**config.mk**
```make
export PLATFORM = sky130hd
export DESIGN_NAME = pccsc_top
export DESIGN_NICKNAME = d
export VERILOG_FILES = /design/src/hw/pccsc_pkg.sv /design/src/hw/pccsc_sync.sv /design/src/hw/pccsc_top.sv
export VERILOG_INCLUDE_DIRS = /design/src /design/src/hw
export SDC_FILE = /design/constraint.sdc
export NUM_CORES = 1
export LEC_CHECK = 0
export BUFFER_PORTS_ARGS = -buffer_cell sky130_fd_sc_hd__buf_4
export CORE_UTILIZATION = 35
export DETAILED_ROUTE_END_ITERATION = 8
export GPL_TIMING_DRIVEN = 1
export PLACE_DENSITY = 0.66
export SLEW_MARGIN = 20
export SYNTH_ARGS = -nofsm -noshare
export SYNTH_HDL_FRONTEND = slang
export SYNTH_SLANG_ARGS = --single-unit
```
**constraint.sdc**
```tcl
create_clock -name core_clk -period 4.8 [get_ports core_clk]
set_clock_uncertainty 0.05 [all_clocks]
set_input_delay 0.96 -clock core_clk [delete_from_list [all_inputs] [get_ports core_clk]]
set_output_delay 0.96 -clock core_clk [all_outputs]
set_load 0.01 [all_outputs]
```
**src/hw/pccsc_map.svh**
```systemverilog
// Register offsets, field positions and reset values of the card status block.
`ifndef PCCSC_MAP_SVH
`define PCCSC_MAP_SVH

// Word offsets on the Wishbone bus, byte addresses.
`define PCCSC_OFS_FLAGS 4'h0
`define PCCSC_OFS_ENABLE 4'h4
`define PCCSC_OFS_GCR 4'h8

// Status change flag positions.
`define PCCSC_F_SOFT_CD 7
`define PCCSC_F_RSVD 6
`define PCCSC_F_IRQ 5
`define PCCSC_F_STSCHG 4
`define PCCSC_F_CD 3
`define PCCSC_F_READY 2
`define PCCSC_F_BATT_WARN 1
`define PCCSC_F_BATT_DEAD 0

// Enable register fields.
`define PCCSC_E_MODE_HI 6
`define PCCSC_E_MODE_LO 5
`define PCCSC_E_CD 3

// General control register fields.
`define PCCSC_G_CARD_TYPE 5
`define PCCSC_G_RSVD 4

// Reset values.
`define PCCSC_FLAGS_RST 8'h00
`define PCCSC_ENABLE_RST 8'h00
`define PCCSC_GCR_RST 8'h00

// Writable masks; reserved bits stay zero.
`define PCCSC_FLAGS_WMASK 8'hBF
`define PCCSC_GCR_WMASK 8'hEF

// Cycles after reset before pin edges are believed.
`define PCCSC_PRIME_W 3

`endif

```
**src/hw/pccsc_pkg.sv**
```systemverilog
// Types shared by the card status change block.
package pccsc_pkg;

    // Card pins as seen at the socket; active-low pins end in _b.
    typedef struct packed {
        logic cd2_b;
        logic cd1_b;
        logic rdy_bsy;
        logic bvd2;
        logic bvd1;
        logic ireq_b;
    } pccsc_pins_t;

    // Card interrupt request mode, from the two mode bits.
    typedef enum logic [1:0] {
        PCCSC_IRQ_OFF = 2'b00,
        PCCSC_IRQ_LEVEL = 2'b01,
        PCCSC_IRQ_FALL = 2'b10,
        PCCSC_IRQ_RISE = 2'b11
    } pccsc_irq_mode_t;

    function automatic logic pccsc_fell(input logic prev, input logic cur);
        return prev & ~cur;
    endfunction

    function automatic logic pccsc_rose(input logic prev, input logic cur);
        return ~prev & cur;
    endfunction

endpackage

```
**src/hw/pccsc_sync.sv**
```systemverilog
// Two-stage synchroniser for the card input pins.
module pccsc_sync #(
    parameter int W = 6
) (
    // Clock and reset
    input wire logic core_clk,
    input wire logic rst_b,
    // Data
    input wire logic [W-1:0] d,
    output logic [W-1:0] q
);

    logic [W-1:0] meta_ff;
    logic [W-1:0] q_ff;

    // The first stage feeds only the second stage.
    always_ff @(posedge core_clk or negedge rst_b) begin
        if (!rst_b) begin
            meta_ff <= '0;
            q_ff <= '0;
        end else begin
            meta_ff <= d;
            q_ff <= meta_ff;
        end
    end

    assign q = q_ff;

endmodule // pccsc_sync

```
**src/hw/pccsc_top.sv**
```systemverilog
// Card status change flags with a Wishbone register interface.
// Overview of operation
// - Eight-bit flag register, zeroed by power-on reset, kept otherwise.
// - Bits 5..0 set only by hardware; software can set only bit 7.
// - Software card-detect bit raises card-detect interrupt when its enable is set.
// - Bit 6 reserved: reads zero, software writes zero.
// - I/O card: bit 5 sets on request matching selected pulse or level mode.
// - Pulse mode: bit 5 clears on written 0, written 1 ignored.
// - Level mode: bit 5 read-only, reads inverse of request pin.
// - I/O card: bit 4 sets on falling edge of status change pin.
// - Memory card: bits 5 and 4 read zero.
// - Bit 3 sets whenever card detect pins change, either card type.
// - Memory card: bit 2 sets on rising edge of ready/busy pin.
// - Memory card: bit 1 sets when battery pins show warning state.
// - Memory card: bit 0 sets when battery pins show dead state.
// - Battery flags re-evaluated whenever either battery pin changes.
// - I/O card: bits 2, 1 and 0 read zero.
// - Bits 4..0 clear on written 0; written 1 ignored.
// - Card type bit: 0 memory card, 1 I/O card.
// - A flag interrupts only when its enable bit is 1.
// - Mode bits: 00 off, 01 level low, 10 falling, 11 rising.
// - Write changing the mode bits clears the card interrupt flag.
//
// The implementer's own choices: register access over Wishbone and the register offsets.
`include "pccsc_map.svh"

module pccsc_top (
    // Clock and power-on reset
    input wire logic core_clk,
    input wire logic rst_b,
    // Wishbone slave
    input wire logic wb_cyc_i,
    input wire logic wb_stb_i,
    input wire logic wb_we_i,
    input wire logic [3:0] wb_adr_i,
    input wire logic [3:0] wb_sel_i,
    input wire logic [31:0] wb_dat_i,
    output logic [31:0] wb_dat_o,
    output logic wb_ack_o,
    // Card socket pins
    input wire pccsc_pkg::pccsc_pins_t card_pins,
    // Interrupt request
    output logic card_irq
);

    pccsc_pkg::pccsc_pins_t s_pins;
    pccsc_pkg::pccsc_pins_t prev_ff;
    logic [`PCCSC_PRIME_W-1:0] prime_ff;
    logic [7:0] flags_ff;
    logic [7:0] nxt_flags;
    logic [7:0] enable_ff;
    logic [7:0] gcr_ff;
    logic ack_ff;
    logic [31:0] dat_ff;

    // Pin synchronisation; edges compare the second stage with its delay.
    pccsc_sync #(
        .W($bits(pccsc_pkg::pccsc_pins_t))
    ) u_sync (
        .core_clk(core_clk),
        .rst_b(rst_b),
        .d(card_pins),
        .q(s_pins)
    );

    // Bus decode.
    wire req = wb_cyc_i & wb_stb_i & ~ack_ff;
    wire wr_lane0 = req & wb_we_i & wb_sel_i[0];
    wire hit_flags = wb_adr_i == `PCCSC_OFS_FLAGS;
    wire hit_enable = wb_adr_i == `PCCSC_OFS_ENABLE;
    wire hit_gcr = wb_adr_i == `PCCSC_OFS_GCR;
    wire wr_flags = wr_lane0 & hit_flags;
    wire wr_enable = wr_lane0 & hit_enable;
    wire wr_gcr = wr_lane0 & hit_gcr;
    wire [7:0] wdata = wb_dat_i[7:0];

    // Card type and request mode.
    wire io_card = gcr_ff[`PCCSC_G_CARD_TYPE];
    wire mem_card = ~io_card;
    wire [1:0] mode_bits = enable_ff[`PCCSC_E_MODE_HI:`PCCSC_E_MODE_LO];
    pccsc_pkg::pccsc_irq_mode_t irq_mode;
    assign irq_mode = pccsc_pkg::pccsc_irq_mode_t'(mode_bits);
    wire [1:0] new_mode = wdata[`PCCSC_E_MODE_HI:`PCCSC_E_MODE_LO];
    wire mode_change = wr_enable & (new_mode != mode_bits);
    wire level_view = irq_mode == pccsc_pkg::PCCSC_IRQ_LEVEL
        || irq_mode == pccsc_pkg::PCCSC_IRQ_OFF;

    // Edge detection on synchronised pins, armed once the pipe is full.
    wire primed = prime_ff[`PCCSC_PRIME_W-1];
    wire cd_chg = primed & ((s_pins.cd1_b != prev_ff.cd1_b)
        | (s_pins.cd2_b != prev_ff.cd2_b));
    wire rdy_rise = primed
        & pccsc_pkg::pccsc_rose(prev_ff.rdy_bsy, s_pins.rdy_bsy);
    wire sts_fall = primed
        & pccsc_pkg::pccsc_fell(prev_ff.bvd1, s_pins.bvd1);
    wire bvd_chg = primed & ((s_pins.bvd1 != prev_ff.bvd1)
        | (s_pins.bvd2 != prev_ff.bvd2));
    wire ireq_fall = primed
        & pccsc_pkg::pccsc_fell(prev_ff.ireq_b, s_pins.ireq_b);
    wire ireq_rise = primed
        & pccsc_pkg::pccsc_rose(prev_ff.ireq_b, s_pins.ireq_b);
    wire batt_warn = ~s_pins.bvd2 & s_pins.bvd1;
    wire batt_dead = ~s_pins.bvd1;

    // Hardware set terms per flag.
    wire pulse_hit = (irq_mode == pccsc_pkg::PCCSC_IRQ_FALL && ireq_fall)
        || (irq_mode == pccsc_pkg::PCCSC_IRQ_RISE && ireq_rise);
    wire [5:0] set_vec;
    assign set_vec[`PCCSC_F_IRQ] = io_card & pulse_hit;
    assign set_vec[`PCCSC_F_STSCHG] = io_card & sts_fall;
    assign set_vec[`PCCSC_F_CD] = cd_chg;
    assign set_vec[`PCCSC_F_READY] = mem_card & rdy_rise;
    assign set_vec[`PCCSC_F_BATT_WARN] = mem_card & bvd_chg & batt_warn;
    assign set_vec[`PCCSC_F_BATT_DEAD] = mem_card & bvd_chg & batt_dead;

    // Software may only clear bits 5..0 and hardware sets win over a clear.
    // Flags of the other card type are held clear so a type switch starts
    // with a clean slate.
    wire [5:0] keep_vec = wr_flags ? wdata[5:0] : 6'h3F;
    wire [5:0] type_ok = io_card ? 6'h30 : 6'h0F;
    wire [5:0] mode_keep = mode_change ? 6'h1F : 6'h3F;
    always_comb begin
        nxt_flags = flags_ff;
        nxt_flags[5:0] = ((flags_ff[5:0] & keep_vec & mode_keep) | set_vec)
            & (type_ok | 6'h08);
        if (wr_flags) begin
            nxt_flags[`PCCSC_F_SOFT_CD] = wdata[`PCCSC_F_SOFT_CD];
        end
        nxt_flags[`PCCSC_F_RSVD] = 1'b0;
    end

    // Read view of the flag register.
    wire [7:0] flags_rd;
    assign flags_rd[`PCCSC_F_SOFT_CD] = flags_ff[`PCCSC_F_SOFT_CD];
    assign flags_rd[`PCCSC_F_RSVD] = 1'b0;
    assign flags_rd[`PCCSC_F_IRQ] = io_card
        & (level_view ? ~s_pins.ireq_b : flags_ff[`PCCSC_F_IRQ]);
    assign flags_rd[`PCCSC_F_STSCHG] = io_card
        & flags_ff[`PCCSC_F_STSCHG];
    assign flags_rd[2:0] = mem_card ? flags_ff[2:0] : 3'h0;
    assign flags_rd[`PCCSC_F_CD] = flags_ff[`PCCSC_F_CD];

    // Interrupt request: bits 4..0 gated by their own enables, bit 7 by the card-detect enable, bit 5 by a mode other than off.
    wire irq_en_req = irq_mode != pccsc_pkg::PCCSC_IRQ_OFF;
    wire [7:0] irq_terms;
    assign irq_terms[7] = flags_rd[`PCCSC_F_SOFT_CD]
        & enable_ff[`PCCSC_E_CD];
    assign irq_terms[6] = 1'b0;
    assign irq_terms[5] = flags_rd[`PCCSC_F_IRQ] & irq_en_req;
    assign irq_terms[4:0] = flags_rd[4:0] & enable_ff[4:0];
    assign card_irq = |irq_terms;

    // Read mux; unmapped words read zero.
    wire [7:0] rd_byte = hit_flags ? flags_rd
        : hit_enable ? enable_ff
        : hit_gcr ? gcr_ff
        : 8'h00;

    // Flag, enable and control registers; only power-on reset clears them.
    always_ff @(posedge core_clk or negedge rst_b) begin
        if (!rst_b) begin
            flags_ff <= `PCCSC_FLAGS_RST;
            enable_ff <= `PCCSC_ENABLE_RST;
            gcr_ff <= `PCCSC_GCR_RST;
        end else begin
            flags_ff <= nxt_flags;
            if (wr_enable) begin
                enable_ff <= wdata;
            end
            if (wr_gcr) begin
                gcr_ff <= wdata & `PCCSC_GCR_WMASK;
            end
        end
    end

    // Pin history for edge detection.
    always_ff @(posedge core_clk or negedge rst_b) begin
        if (!rst_b) begin
            prev_ff <= '0;
            prime_ff <= '0;
        end else begin
            prev_ff <= s_pins;
            prime_ff <= {prime_ff[`PCCSC_PRIME_W-2:0], 1'b1};
        end
    end

    // Wishbone answer one cycle after the request, read data registered.
    always_ff @(posedge core_clk or negedge rst_b) begin
        if (!rst_b) begin
            ack_ff <= 1'b0;
            dat_ff <= 32'h0000_0000;
        end else begin
            ack_ff <= req;
            if (req && !wb_we_i) begin
                dat_ff <= {24'h00_0000, rd_byte};
            end
        end
    end

    assign wb_ack_o = ack_ff;
    assign wb_dat_o = dat_ff;

    property p_hw_only_set;
        @(posedge core_clk) disable iff (!rst_b)
        $rose(flags_ff[`PCCSC_F_CD]) |-> $past(set_vec[`PCCSC_F_CD]);
    endproperty
    a_hw_only_set: assert property (p_hw_only_set)
        else $error("card detect flag rose without a pin change");

    property p_soft_cd_irq;
        @(posedge core_clk) disable iff (!rst_b)
        (wr_flags && wdata[`PCCSC_F_SOFT_CD] && !wr_enable
            && enable_ff[`PCCSC_E_CD]) |=> card_irq;
    endproperty
    a_soft_cd_irq: assert property (p_soft_cd_irq)
        else $error("software card detect did not raise the interrupt");

    property p_rsvd_zero;
        @(posedge core_clk) disable iff (!rst_b)
        (wb_ack_o && hit_flags && !wb_we_i) |-> wb_dat_o[`PCCSC_F_RSVD] == 1'b0;
    endproperty
    a_rsvd_zero: assert property (p_rsvd_zero)
        else $error("reserved flag bit read as one");

    property p_pulse_set;
        @(posedge core_clk) disable iff (!rst_b)
        (io_card && pulse_hit && !wr_gcr)
            |=> flags_ff[`PCCSC_F_IRQ] ##1 flags_rd[`PCCSC_F_IRQ] || wr_flags
            || wr_enable || $past(wr_flags) || $past(wr_enable)
            || $past(wr_gcr);
    endproperty
    a_pulse_set: assert property (p_pulse_set)
        else $error("pulse request did not set the card interrupt flag");

    property p_clear_on_zero;
        @(posedge core_clk) disable iff (!rst_b)
        (wr_flags && !wdata[`PCCSC_F_STSCHG] && !set_vec[`PCCSC_F_STSCHG])
            |=> !flags_ff[`PCCSC_F_STSCHG];
    endproperty
    a_clear_on_zero: assert property (p_clear_on_zero)
        else $error("status change flag survived a written zero");

    property p_level_track;
        @(posedge core_clk) disable iff (!rst_b)
        (io_card && irq_mode == pccsc_pkg::PCCSC_IRQ_LEVEL)
            |-> flags_rd[`PCCSC_F_IRQ] == !s_pins.ireq_b;
    endproperty
    a_level_track: assert property (p_level_track)
        else $error("level mode flag does not follow the request pin");

    property p_mem_masks_io;
        @(posedge core_clk) disable iff (!rst_b)
        mem_card |-> flags_rd[5:4] == 2'b00;
    endproperty
    a_mem_masks_io: assert property (p_mem_masks_io)
        else $error("I/O flags visible with a memory card");

    property p_io_masks_mem;
        @(posedge core_clk) disable iff (!rst_b)
        io_card |-> flags_rd[2:0] == 3'b000;
    endproperty
    a_io_masks_mem: assert property (p_io_masks_mem)
        else $error("memory flags visible with an I/O card");

    property p_ready_rise;
        @(posedge core_clk) disable iff (!rst_b)
        (mem_card && rdy_rise && !wr_gcr) |=> flags_rd[`PCCSC_F_READY];
    endproperty
    a_ready_rise: assert property (p_ready_rise)
        else $error("ready rise did not set the ready change flag");

    property p_batt_warn;
        @(posedge core_clk) disable iff (!rst_b)
        (mem_card && bvd_chg && batt_warn && !wr_gcr)
            |=> flags_rd[`PCCSC_F_BATT_WARN] && !flags_ff[`PCCSC_F_RSVD];
    endproperty
    a_batt_warn: assert property (p_batt_warn)
        else $error("battery warning state not flagged");

    property p_mode_clear;
        @(posedge core_clk) disable iff (!rst_b)
        (mode_change && !set_vec[`PCCSC_F_IRQ]) |=> !flags_ff[`PCCSC_F_IRQ];
    endproperty
    a_mode_clear: assert property (p_mode_clear)
        else $error("mode change left the card interrupt flag set");

    property p_no_enable_no_irq;
        @(posedge core_clk) disable iff (!rst_b)
        (enable_ff == 8'h00) |-> !card_irq;
    endproperty
    a_no_enable_no_irq: assert property (p_no_enable_no_irq)
        else $error("interrupt raised with every enable clear");

    // Two low samples in a row, so the flops have been cleared even when the
    // falling edge of reset at time zero was missed.
    property p_reset_clear;
        @(posedge core_clk)
        !rst_b ##1 !rst_b |-> flags_ff == `PCCSC_FLAGS_RST && !card_irq;
    endproperty
    a_reset_clear: assert property (p_reset_clear)
        else $error("flags not cleared by power-on reset");

    property p_no_soft_set;
        @(posedge core_clk) disable iff (!rst_b)
        (wr_flags && set_vec == 6'h00)
            |=> (flags_ff[5:0] & ~$past(flags_ff[5:0])) == 6'h00;
    endproperty
    a_no_soft_set: assert property (p_no_soft_set)
        else $error("software write set a hardware flag");

    property p_card_type;
        @(posedge core_clk) disable iff (!rst_b)
        wr_gcr |=> io_card == $past(wdata[`PCCSC_G_CARD_TYPE]);
    endproperty
    a_card_type: assert property (p_card_type)
        else $error("card type bit did not follow the write");

    property p_cd_change;
        @(posedge core_clk) disable iff (!rst_b)
        cd_chg |=> flags_rd[`PCCSC_F_CD];
    endproperty
    a_cd_change: assert property (p_cd_change)
        else $error("card detect change not flagged");

    property p_sts_fall;
        @(posedge core_clk) disable iff (!rst_b)
        (io_card && sts_fall && !wr_gcr) |=> flags_rd[`PCCSC_F_STSCHG];
    endproperty
    a_sts_fall: assert property (p_sts_fall)
        else $error("status change fall not flagged");

    property p_batt_dead;
        @(posedge core_clk) disable iff (!rst_b)
        (mem_card && bvd_chg && batt_dead && !wr_gcr)
            |=> flags_rd[`PCCSC_F_BATT_DEAD];
    endproperty
    a_batt_dead: assert property (p_batt_dead)
        else $error("battery dead state not flagged");

    property p_pulse_keep;
        @(posedge core_clk) disable iff (!rst_b)
        (io_card && !level_view && flags_ff[`PCCSC_F_IRQ] && wr_flags
            && wdata[`PCCSC_F_IRQ]) |=> flags_ff[`PCCSC_F_IRQ];
    endproperty
    a_pulse_keep: assert property (p_pulse_keep)
        else $error("written one cleared the card interrupt flag");

    property p_cd_irq;
        @(posedge core_clk) disable iff (!rst_b)
        (flags_rd[`PCCSC_F_CD] && enable_ff[`PCCSC_E_CD]) |-> card_irq;
    endproperty
    a_cd_irq: assert property (p_cd_irq)
        else $error("enabled card detect flag raised no interrupt");

endmodule // pccsc_top

```
## After elaboration in Yosys (flattened, before gate mapping)

Index checks and enable logic that the tools add are counted.

| storage, ports and cells | value |
|---|---|
| bits of input ports | 51 |
| word-level logic and storage cells | 86 |
| flip-flop bits (word level) | 52 |
| output and inout port bits | 34 |

| cells by class | value |
|---|---|
| bitwise operators | 43 |
| multiplexer cells | 8 |
| reduce and logical (&&, ||, !) cells | 10 |
| eq/ne operators | 10 |

Operators by type and width:

| operator | number |
|---|---|
| bitwise AND 1 bit | 29 |
| 2-to-1 mux 8 bit | 3 |
| bitwise AND 6 bit | 3 |
| 2-to-1 mux 6 bit | 3 |
| inverter 1 bit | 7 |
| OR reduction 7 bit | 1 |
| OR 6 bit | 1 |
| bitwise AND 5 bit | 1 |
| equality test 2 bit (second input constant) | 2 |
| equality test 4 x 3 -> 1 bit (second input constant) | 1 |
| equality test 4 bit (second input constant) | 1 |
| zero test 4 bit | 1 |
| inequality test 1 bit | 4 |
| logical AND 1 bit | 3 |
| 2-to-1 mux 3 bit | 1 |
| equality test 2 x 1 -> 1 bit (second input constant) | 1 |
| zero test 2 bit | 1 |
| logical OR 1 bit | 2 |
| inequality test 2 bit | 1 |
| OR 1 bit | 2 |
| nonzero test 2 bit | 1 |
| zero test 1 bit | 1 |
| 2-to-1 mux 1 bit | 1 |

## Longest topological paths before layout

Gate-level depths: netlist of run 1.

| depth | value |
|---|---|
| depth after elaboration | 10 |
| mapped depth | 5 |
| gate-level depth less buffers | 4 |

## Hierarchy

From an unflattened synthesis of run 1, not the netlist that was laid out.

| second synthesis, totals | value |
|---|---|
| cell total of the unflattened synthesis | 196 |
| area total of the unflattened synthesis | 2309.7 µm² |

By module, submodules not included:

| module | area each (µm²) | seq. area each (µm²) | times used | cells an instance |
|---|---|---|---|---|
| pccsc_top | 2009.4 | 1001.0 | 1 | 184 |
| pccsc_sync | 300.3 | 300.3 | 1 | 12 |

## Worst setup path before layout of run 1

OpenSTA, ideal clock, no wires.

| path | value |
|---|---|
| path type | input to register |
| from | in wb_adr_i[3] |
| to | reg enable_ff[0] |
| arrival | 2106 ps |
| path slack | 2519 ps |
| stages | 4 |
| buffers on the path | 1 |
| cell sequence | buf_6 > or3_4 > nor3_4 > mux2_2 |

| on the way | value |
|---|---|
| cells in the longest elaborated chain, start to end | 2 |

RTL lines:

| element | line | source |
|---|---|---|
| from (decl) | pccsc_top.sv:35 | `input wire logic [3:0] wb_adr_i,` |
| equality test 4 x 3 -> 1 bit (no line) | n/a |  |
| bitwise AND 1 bit | pccsc_top.sv:73 | `wire wr_enable = wr_lane0 & hit_enable;` |
| to (signal assigned) | pccsc_top.sv:163 | `` enable_ff <= `PCCSC_ENABLE_RST; `` |
| to (signal assigned) | pccsc_top.sv:168 | `enable_ff <= wdata;` |
| to (decl) | pccsc_top.sv:51 | `logic [7:0] enable_ff;` |

No other way between the ends.
A chain may end at the register's enable or synchronous reset.

## Worst setup path in the final report of run 1

| path | value |
|---|---|
| from | reg enable_ff[6] |
| to | out card_irq |

| on the way | value |
|---|---|
| cells in the longest elaborated chain, start to end | 6 |
| elaborated cells on any way between the ends | 8 |
| those cells by class | eq/ne (1); mux (1); bitwise (2); reduce/logical (4) |

RTL lines:

| element | line | source |
|---|---|---|
| equality test 2 x 1 -> 1 bit / zero test 2 bit (equally long branches) | pccsc_top.sv:85, pccsc_top.sv:86 |  |
| logical OR 1 bit | pccsc_top.sv:86 | `\|\| irq_mode == pccsc_pkg::PCCSC_IRQ_OFF;` |
| 2-to-1 mux 1 bit | pccsc_top.sv:137 | `` & (level_view ? ~s_pins.ireq_b : flags_ff[`PCCSC_F_IRQ]); `` |
| bitwise AND 1 bit | pccsc_top.sv:136 | `` assign flags_rd[`PCCSC_F_IRQ] = io_card `` |
| bitwise AND 1 bit * | pccsc_top.sv:149 | `` assign irq_terms[5] = flags_rd[`PCCSC_F_IRQ] & irq_en_req; `` |
| OR reduction 7 bit * | pccsc_top.sv:151 | `assign card_irq = \|irq_terms;` |
| to (decl) | pccsc_top.sv:43 | `output logic card_irq` |

Every way passes the cells marked *; elsewhere a longest branch is shown, timed or not.

==> results of run 1 <==
-- layout make-up --
cell class / count / area, um^2
fillers: 610 / 3722
multi-input cells: 130 / 865.8
clock inverters: 1 / 7.507
well taps: 77 / 96.34
repair buffers: 33 / 247.7
flip-flops and latches: 52 / 1301
inverters: 6 / 22.52
clock buffers: 7 / 86.33
-- worst reg2reg max path, cell delays in order (launching register included) --
cell and delay (ps):
dfrtp_1 380, and3b_2 300, nand3_4 120, nor4b_4 550, mux2_2 400
-- through the flow --
| step | power, uW | cells | setup slack, ps | utilization, % | area, um^2 |
|---|---|---|---|---|---|
| 6_report | 841.6 | 306 | 2292 | 41.38 | 2628 |
| 5_1_grt | 882.2 | 306 | 2120 | 41.38 | 2628 |
| 4_1_cts | 854.7 | 306 | 2290 | 41.38 | 2628 |
| 3_5_place_dp | 598.2 | 298 | 2203 | 39.90 | 2534 |
| 3_3_place_gp | 593.7 | 298 | 2234 | 39.90 | 2534 |
| 2_1_floorplan | 562.8 | 217 | 2519 | - | 2397 |
-- layer usage --
layer  share of wire (%)  GRT usage, %  up-vias
met5                   0             0        -
met4                0.93         4.859        0
met3                 5.0         3.181        5
met2                  45         18.33       52
met1                  49         17.72      716
li1                    -             -      697
-- where the power goes --
group / internal, uW / switching, uW / leakage [uW] / total (uW)
sequential: 467 / 20.1 / 0.000656 / 487
combinational: 45.8 / 55.0 / 0.000519 / 101
clock: 117 / 136 / 0.0000445 / 254
total: 630 / 212 / 0.00122 / 842
-- registers in the layout, indices dropped and copies added, names as in the netlist --
signal / flops
gcr_ff: 7
u_sync.q: 6
wb_ack_o: 1
enable_ff: 8
prev_ff: 6
wb_dat_o: 8
flags_ff: 7
u_sync.meta_ff: 6
prime_ff: 3
-- cells in the final DEF, fill, tap and decap left out, drive strengths merged, types with 2 or more instances in the layout --
master,n
mux2,16
nor2b,2
o211ai,4
clkbuf,7
a21oi,6
or3,2
xor2,2
o22ai,3
nand2b,7
o21ai,15
nand4,2
a22o,2
xnor2,2
buf,33
inv,5
nor2,4
nor3,3
nand3,2
dfrtp,52
conb,25
mux2i,2
a211o,2
nand2,15
a2bb2oi,2
-- path summary, 6_finish.rpt --
check	slack, ps	cells after the start	to
setup / recovery	2290	4	card_irq
hold / removal	300	0	u_sync.q[1]$_DFF_PN0_
setup reg to reg	2890	4	gcr_ff[7]$_DFFE_PN0P_
hold reg to reg	300	0	u_sync.q[1]$_DFF_PN0_
max in group asynchronous	3640	1	enable_ff[0]$_DFFE_PN0P_
min in group asynchronous	630	1	u_sync.meta_ff[2]$_DFF_PN0_
-- logic make-up after synthesis --
kind of cell               count (synthesis)  share of synthesized area, %
DFF                                       52                         56.31
AOI/OAI and AO/OA                         39                         10.83
xor gates and xnor gates                   4                         1.516
buffers and inverters                     35                         9.962
muxes                                     18                         8.663
other                                      2                        0.3250
and+or+nand+nor                           43                         11.86
adders and majority gates                  1                        0.5413
==> run_results.csv, run 1 <==
group,metric,value,unit
run_status,status,"complete, no violations",
setup_path,slowest_stage,"dfrtp_1",
grt,antenna_found_initial,0,
clock_tree,clk_path_buf_depth,2,
logic_synthesis,postSynthAreaPerCell,11.91,um^2
logic_synthesis,synth_ff_type,"dfrtp_1",
setup_path,path_class,"reg -> out",
floorplanning,start_util,36.39,%
grt,grt_usage,12.49,%
logic_synthesis,synthDominantCellAreaShare,56.31,%
grt,grt-ovfl-total,0,
sta,setup_tns,0,ps
route,drt_first_pass_iters,4,
sta,rsz0062_at_grt,"no",
sta,max_freq,398.7,MHz
logic_synthesis,yosysMostFrequentCell,"dfrtp_1",
logic_synthesis,post-synth-top-area-cell,"dfrtp_1",
floorplanning,core,6350,um^2
clock_tree,clock-sinks,52,
layout,layout.nets,280,
setup_path,worstSetupStartpoint,"enable_ff[6]$_DFFE_PN0P_",
clock_tree,cts_resized,0,
clock_tree,htreeDepth,2,
logic_synthesis,synth_edf_count,0,
route,vias,1470,
setup_path,crit_buf_inv,1,
flow_run,maxCapViolCount,0,
sta,worst_pin_slew,641.9,ps
logic_synthesis,synthCells,194,
clock_tree,path_clk_slew,90,ps
logic_synthesis,synth_area,2311,um^2
setup_path,critPathLaunchType,"register",
floorplanning,die_area,6931,um^2
min_path,min_path_type,"reg -> reg",
route,dr.first_iter.drc_count,71,
clock_tree,cts_inserted_buffers,5,
route,drtAntennaViolNets,0,
logic_synthesis,yosys_warnings,0,
pwr,power_density,320.3,nW/um^2
setup_path,crit_chain,"a22o_1, o21ai_0, o211ai_1, buf_4",
setup_path,critical_path_required,3790,ps
setup_path,crit_family,"compound AO/OA/AOI/OAI gates",
logic_synthesis,async_reset_ff_share,100.0,%
min_path,hp-start,"u_sync.meta_ff[1]$_DFF_PN0_",
setup_path,endpoint_kind,"primary output",
clock_tree,cts_tree,"done",
clock_tree,root_buffer,"clkbuf_8",
route,vias_per_cell,4.804,
grt,first_global_vias,1389,
floorplanning,die_h,83.26,um
logic_synthesis,synth-seq-cells,52,
logic_synthesis,synthTopCellsByArea,"dfrtp_1 (56%), buf_4 (7.8%), mux2_2 (7.3%), o21ai_0 (3.2%), nand2_1 (2.4%)",
grt,grt_max_degree,53,
logic_synthesis,synth.distinct_cells,43,
placed_design,port_buffers,33,
pwr,leakage,0.001220,uW
sta,slew_violations,0,
setup_path,r2r_start,"wb_ack_o$_DFF_PN0_",
logic_synthesis,seq_area_frac_synth,56.31,%
clock_tree,cts_setup_buffers,0,
sta,setup_viol,0,
layout,drive_gt1_share,26.64,%
sta,period_needed,2508,ps
grt,grt_pass1_wl,6837,um
sta,fin_hold_ws,303.8,ps
pwr,peakVddDrop,0.1603,mV
setup_path,crit_fanout,8,
sta,fin_crit_sh,52.25,%
setup_path,max_stage_delay,480,ps
sta,hold_violations,0,
route,wire_per_inst,13.32,um
layout,num_antenna_cells,0,
route,drc,0,
floorplanning,chipWidth,83.26,um
setup_path,worst_ep_arrival_time,1500,ps
floorplanning,core.rowCount,29,
logic_synthesis,synthTopCellsByCount,"dfrtp_1 (52), buf_4 (24), mux2_2 (15), nand2_1 (15), o21ai_0 (15)",
route,route.final.wire_length,4077,um
clock_tree,clkLatencyLatePin,300,ps
sta,relSlewSlack,57.21,%
layout,area_growth,13.70,%
clock_tree,hold_buffers,0,
floorplanning,io_pins,85,
placed_design,place_congestion,0.8017,
placed_design,detailed_place_hpwl,2941,um
Power figures use the tool's default switching activity.
==> run 2: changes to the inputs <==
PLACE_DENSITY = 0.68   (was 0.66)
clock period = 2.3 ns   (was 4.8 ns; I/O delays follow)
==> run_results.csv, run 2 (same netlist as run 1, synthesis figures left out) <==
group,metric,value,unit
grt,first_global_vias,1416,
setup_path,crit_fanout,8,
floorplanning,start_util,36.39,%
clock_tree,root_buffer,"clkbuf_8",
setup_path,path_class,"reg -> out",
sta,rsz0062_at_grt,"no",
layout,layout.nets,282,
route,route.final.wire_length,4065,um
route,vias,1429,
grt,grt-ovfl-total,0,
pwr,power_density,662.8,nW/um^2
floorplanning,core,6350,um^2
sta,hold_violations,0,
layout,area_growth,14.24,%
setup_path,endpoint_kind,"primary output",
clock_tree,cts_inserted_buffers,5,
grt,grt_max_degree,53,
pwr,peakVddDrop,0.3918,mV
setup_path,rr_endpoint,"enable_ff[1]$_DFFE_PN0P_",
layout,layout_common_cells,"dfrtp_1 (52), buf_4 (35), conb_1 (25)",
floorplanning,core.rowCount,29,
clock_tree,cts_tree,"done",
setup_path,r2r_start,"wb_ack_o$_DFF_PN0_",
placed_design,port_buffers,33,
setup_path,max_stage_delay,480,ps
floorplanning,io_pins,85,
clock_tree,cts_setup_buffers,0,
setup_path,crit_family,"compound AO/OA/AOI/OAI gates",
sta,setup_ws,281.8,ps
setup_path,ff2ff_setup_slack,510,ps
sta,setup_viol,0,
clock_tree,path_clk_slew,100,ps
route,drtAntennaViolNets,0,
clock_tree,clock-sinks,52,
grt,antenna_found_initial,0,
setup_path,worst_ep_arrival_time,1510,ps
pwr,power,1750,uW
layout,stdcell_area,2640,um^2
setup_path,r2r_cells,4,
route,drc,0,
route,dr.first_iter.drc_count,77,
clock_tree,cts_resized,0,
sta,setup_tns,0,ps
layout,num_antenna_cells,0,
placed_design,place_area,2549,um^2
flow_run,maxCapViolCount,0,
setup_path,slowest_stage,"dfrtp_1",
sta,worst_pin_slew,636.4,ps
layout,drive_gt1_share,27.71,%
clock_tree,clkLatencyLatePin,310,ps
setup_path,crit_buf_inv,1,
sta,period_needed,2018,ps
grt,grt_pass1_wl,6886,um
sta,max_freq,495.5,MHz
clock_tree,clk_path_buf_depth,2,
placed_design,place_congestion,0.8251,
placed_design,detailed_place_hpwl,2982,um
clock_tree,hold_buffers,0,
route,drt_first_pass_iters,4,
route,vias_per_cell,4.640,
sta,fin_crit_sh,87.75,%
min_path,min_path_type,"in -> async",
run_status,status,"complete, no violations",
pwr,leakage,0.001234,uW
grt,grt_usage,12.71,%
sta,slew_violations,0,
floorplanning,die_h,83.26,um
setup_path,critical_path_required,1790,ps
floorplanning,die_area,6931,um^2
route,wire_per_inst,13.20,um
clock_tree,htreeDepth,2,
sta,relSlewSlack,57.58,%
layout,final_common_cell,"dfrtp_1",
placed_design,preCtsSetupSlack,284.7,ps
floorplanning,chipWidth,83.26,um
setup_path,crit_chain,"a22o_1, o21ai_0, o211ai_1, buf_4",
setup_path,critPathLaunchType,"register",
-- run 2: cell types whose count changed in the layout (fill, tap and decap cells not counted), sizes merged --
cell      previous run  this run
clkinv               1         3
buf                 33        35
inv                  5         6
clkinvlp             1         0
clkbuf               7         5
-- run 2: routing by layer --
layer	part of all wire, %	global-route usage [%]
met5	0	0
met4	0.74	4.702
met3	5.8	3.678
met2	46	19.75
met1	48	16.92
-- run 2: through the flow --
stage / hold WS [ps] / cells / utilization [%]
final: 112.3 / 308 / 41.58
after global routing: 166.7 / 308 / 41.58
after CTS: 141.2 / 308 / 41.58
after detailed placement: 284.7 / 300 / 40.14
after global placement: 281.5 / 300 / 40.14
after floorplan: 114.4 / 217 / -
-- run 2: area by class of cell --
type                       instances  area (um^2)
inverter                           6        22.52
tap                               77        96.34
clock buffer                       5        68.82
sequential                        52         1301
fill                             610         3710
clock inverter                     3        22.52
multi-input combinational        130        865.8
timing repair buffer              35        262.8
-- run 2: power breakdown --
| group | switching [uW] | leakage (uW) | internal, uW |
|---|---|---|---|
| sequential | 42.6 | 0.000656 | 974 |
| combinational | 113 | 0.000529 | 96.7 |
| clock | 305 | 0.0000485 | 218 |
| total | 460 | 0.00123 | 1290 |
-- run 2: worst max-delay path by stage --
| stage | startpoint | to | cells after the start |
|---|---|---|---|
| floorplan | wb_adr_i[3] | enable_ff[0]$_DFFE_PN0P_ | 4 |
| global placement | wb_adr_i[3] | enable_ff[0]$_DFFE_PN0P_ | 4 |
| detailed placement | wb_adr_i[3] | enable_ff[1]$_DFFE_PN0P_ | 4 |
| CTS | enable_ff[6]$_DFFE_PN0P_ | card_irq | 4 |
| global route | enable_ff[6]$_DFFE_PN0P_ | card_irq | 4 |
| finish | enable_ff[6]$_DFFE_PN0P_ | card_irq | 4 |
-- run 2: worst register-to-register path, cell delays in order, from the launching register on --
cell	delay, ps
dfrtp_1	380
and3b_2	300
nand3_4	120
nor3_4	430
mux2_2	400
==> run 3: changes to the inputs <==
PLACE_DENSITY = 0.66   (was 0.68)
clock period = 2.06 ns   (was 2.3 ns; I/O delays follow)
==> run_results.csv, run 3 (same netlist as run 1, synthesis figures left out) <==
group,metric,value,unit
run_status,status,"complete, no violations",
grt,first_global_vias,1344,
setup_path,worst_ep_arrival_time,1480,ps
route,vias,1462,
placed_design,port_buffers,33,
clock_tree,hold_buffers,0,
flow_run,maxCapViolCount,0,
setup_path,crit_fanout,3,
setup_path,critical_path_required,1600,ps
setup_path,rr_endpoint,"gcr_ff[2]$_DFFE_PN0P_",
sta,worst_pin_slew,648.7,ps
route,drtAntennaViolNets,0,
route,route.final.wire_length,4064,um
pwr,peakVddDrop,0.3915,mV
layout,area_growth,17.16,%
route,dr.first_iter.drc_count,61,
clock_tree,cts_inserted_buffers,5,
grt,grt_usage,12.36,%
floorplanning,io_pins,85,
layout,num-fill-cells,621,
min_path,min_path_type,"in -> async",
route,wire_per_inst,13.03,um
sta,period_needed,1937,ps
layout,num_antenna_cells,0,
clock_tree,cts_resized,0,
floorplanning,core.rowCount,29,
setup_path,r2r_cells,5,
placed_design,detailed_place_hpwl,2901,um
layout,final_common_cell,"dfrtp_1",
route,vias_per_cell,4.686,
floorplanning,die_area,6931,um^2
setup_path,critPathLaunchType,"register",
sta,rsz0062_at_grt,"no",
floorplanning,chipWidth,83.26,um
sta,setup_tns,0,ps
clock_tree,cts_tree,"done",
sta,hold_violations,0,
pwr,leakage,0.001261,uW
clock_tree,clock-sinks,52,
sta,relSlewSlack,56.75,%
pwr,power,2078,uW
clock_tree,clkLatencyLatePin,300,ps
setup_path,ff2ff_setup_slack,320,ps
grt,antenna_found_initial,0,
sta,slew_violations,0,
route,drc,0,
pwr,power_density,767.6,nW/um^2
layout,layout.nets,286,
sta,setup_viol,0,
layout,layout_common_cells,"dfrtp_1 (51), buf_4 (38), conb_1 (25)",
sta,fin_crit_sh,94.03,%
clock_tree,htreeDepth,2,
setup_path,path_class,"reg -> out",
grt,grt-ovfl-total,0,
floorplanning,start_util,36.39,%
setup_path,r2r_start,"wb_ack_o$_DFF_PN0_",
floorplanning,die_h,83.26,um
clock_tree,root_buffer,"clkbuf_8",
setup_path,endpoint_kind,"primary output",
sta,max_freq,516.2,MHz
clock_tree,clk_path_buf_depth,2,
clock_tree,path_clk_slew,100,ps
placed_design,place_congestion,0.8121,
clock_tree,cts_setup_buffers,0,
floorplanning,core,6350,um^2
layout,drive_gt1_share,29.36,%
grt,grt_max_degree,53,
route,drt_first_pass_iters,4,
grt,grt_pass1_wl,6727,um
-- run 3: cell type report --
| cell class | instances | area [um^2] | share of cell area [%] |
|---|---|---|---|
| Timing Repair Buffer | 39 | 305.3 | 11.28 |
| Inverter | 6 | 22.52 | 0.8318 |
| Sequential cell | 52 | 1303 | 48.11 |
| Clock buffer | 5 | 68.82 | 2.542 |
| Tap cell | 77 | 96.34 | 3.558 |
| Multi-Input combinational cell | 130 | 865.8 | 31.98 |
| Clock inverter | 3 | 46.29 | 1.710 |
-- run 3: worst max-delay path, stage by stage, from the launching register on --
cell and delay [ps]:
dfrtp_1 410, a222oi_1 400, o211ai_1 180, buf_4 180
-- run 3: stage by stage --
stage               worst slack [ps]  cell area, um^2  utilization, %  std cells  hold WS, ps
global placement               243.6             2591           40.81        304        281.0
CTS                            99.82             2706           42.62        312        99.95
detailed placement             206.6             2591           40.81        304        284.7
global route                   16.36             2708           42.64        312        111.2
floorplan                      327.5             2397               -        217        66.41
finish                         122.9             2708           42.64        312        79.65
-- run 3: metal layers --
| metal | routed length [um] | up-vias | GRT usage [%] |
|---|---|---|---|
| li1 | - | 706 | - |
| met1 | 2028 | 706 | 17.55 |
| met2 | 1800 | 48 | 18.03 |
| met3 | 196 | 2 | 3.280 |
| met4 | 38 | 0 | 4.702 |
| met5 | 0 | - | 0 |
-- run 3: worst max path at each step --
| stage | start | end | slack [ps] | cells past startpoint |
|---|---|---|---|---|
| floorplan | wb_adr_i[3] | enable_ff[0]$_DFFE_PN0P_ | 330 | 4 |
| global placement | wb_adr_i[3] | flags_ff[2]$_DFF_PN0_ | 240 | 5 |
| detailed placement | wb_adr_i[3] | flags_ff[2]$_DFF_PN0_ | 210 | 5 |
| CTS | enable_ff[2]$_DFFE_PN0P_ | card_irq | 100 | 3 |
| global route | enable_ff[6]$_DFFE_PN0P_ | card_irq | 20 | 4 |
| finish | enable_ff[2]$_DFFE_PN0P_ | card_irq | 120 | 3 |
-- run 3: power by group --
part	total, uW	internal [uW]	switching (uW)
clock	704	366	338
sequential	1140	1090	47.3
combinational	239	111	128
total	2080	1570	513
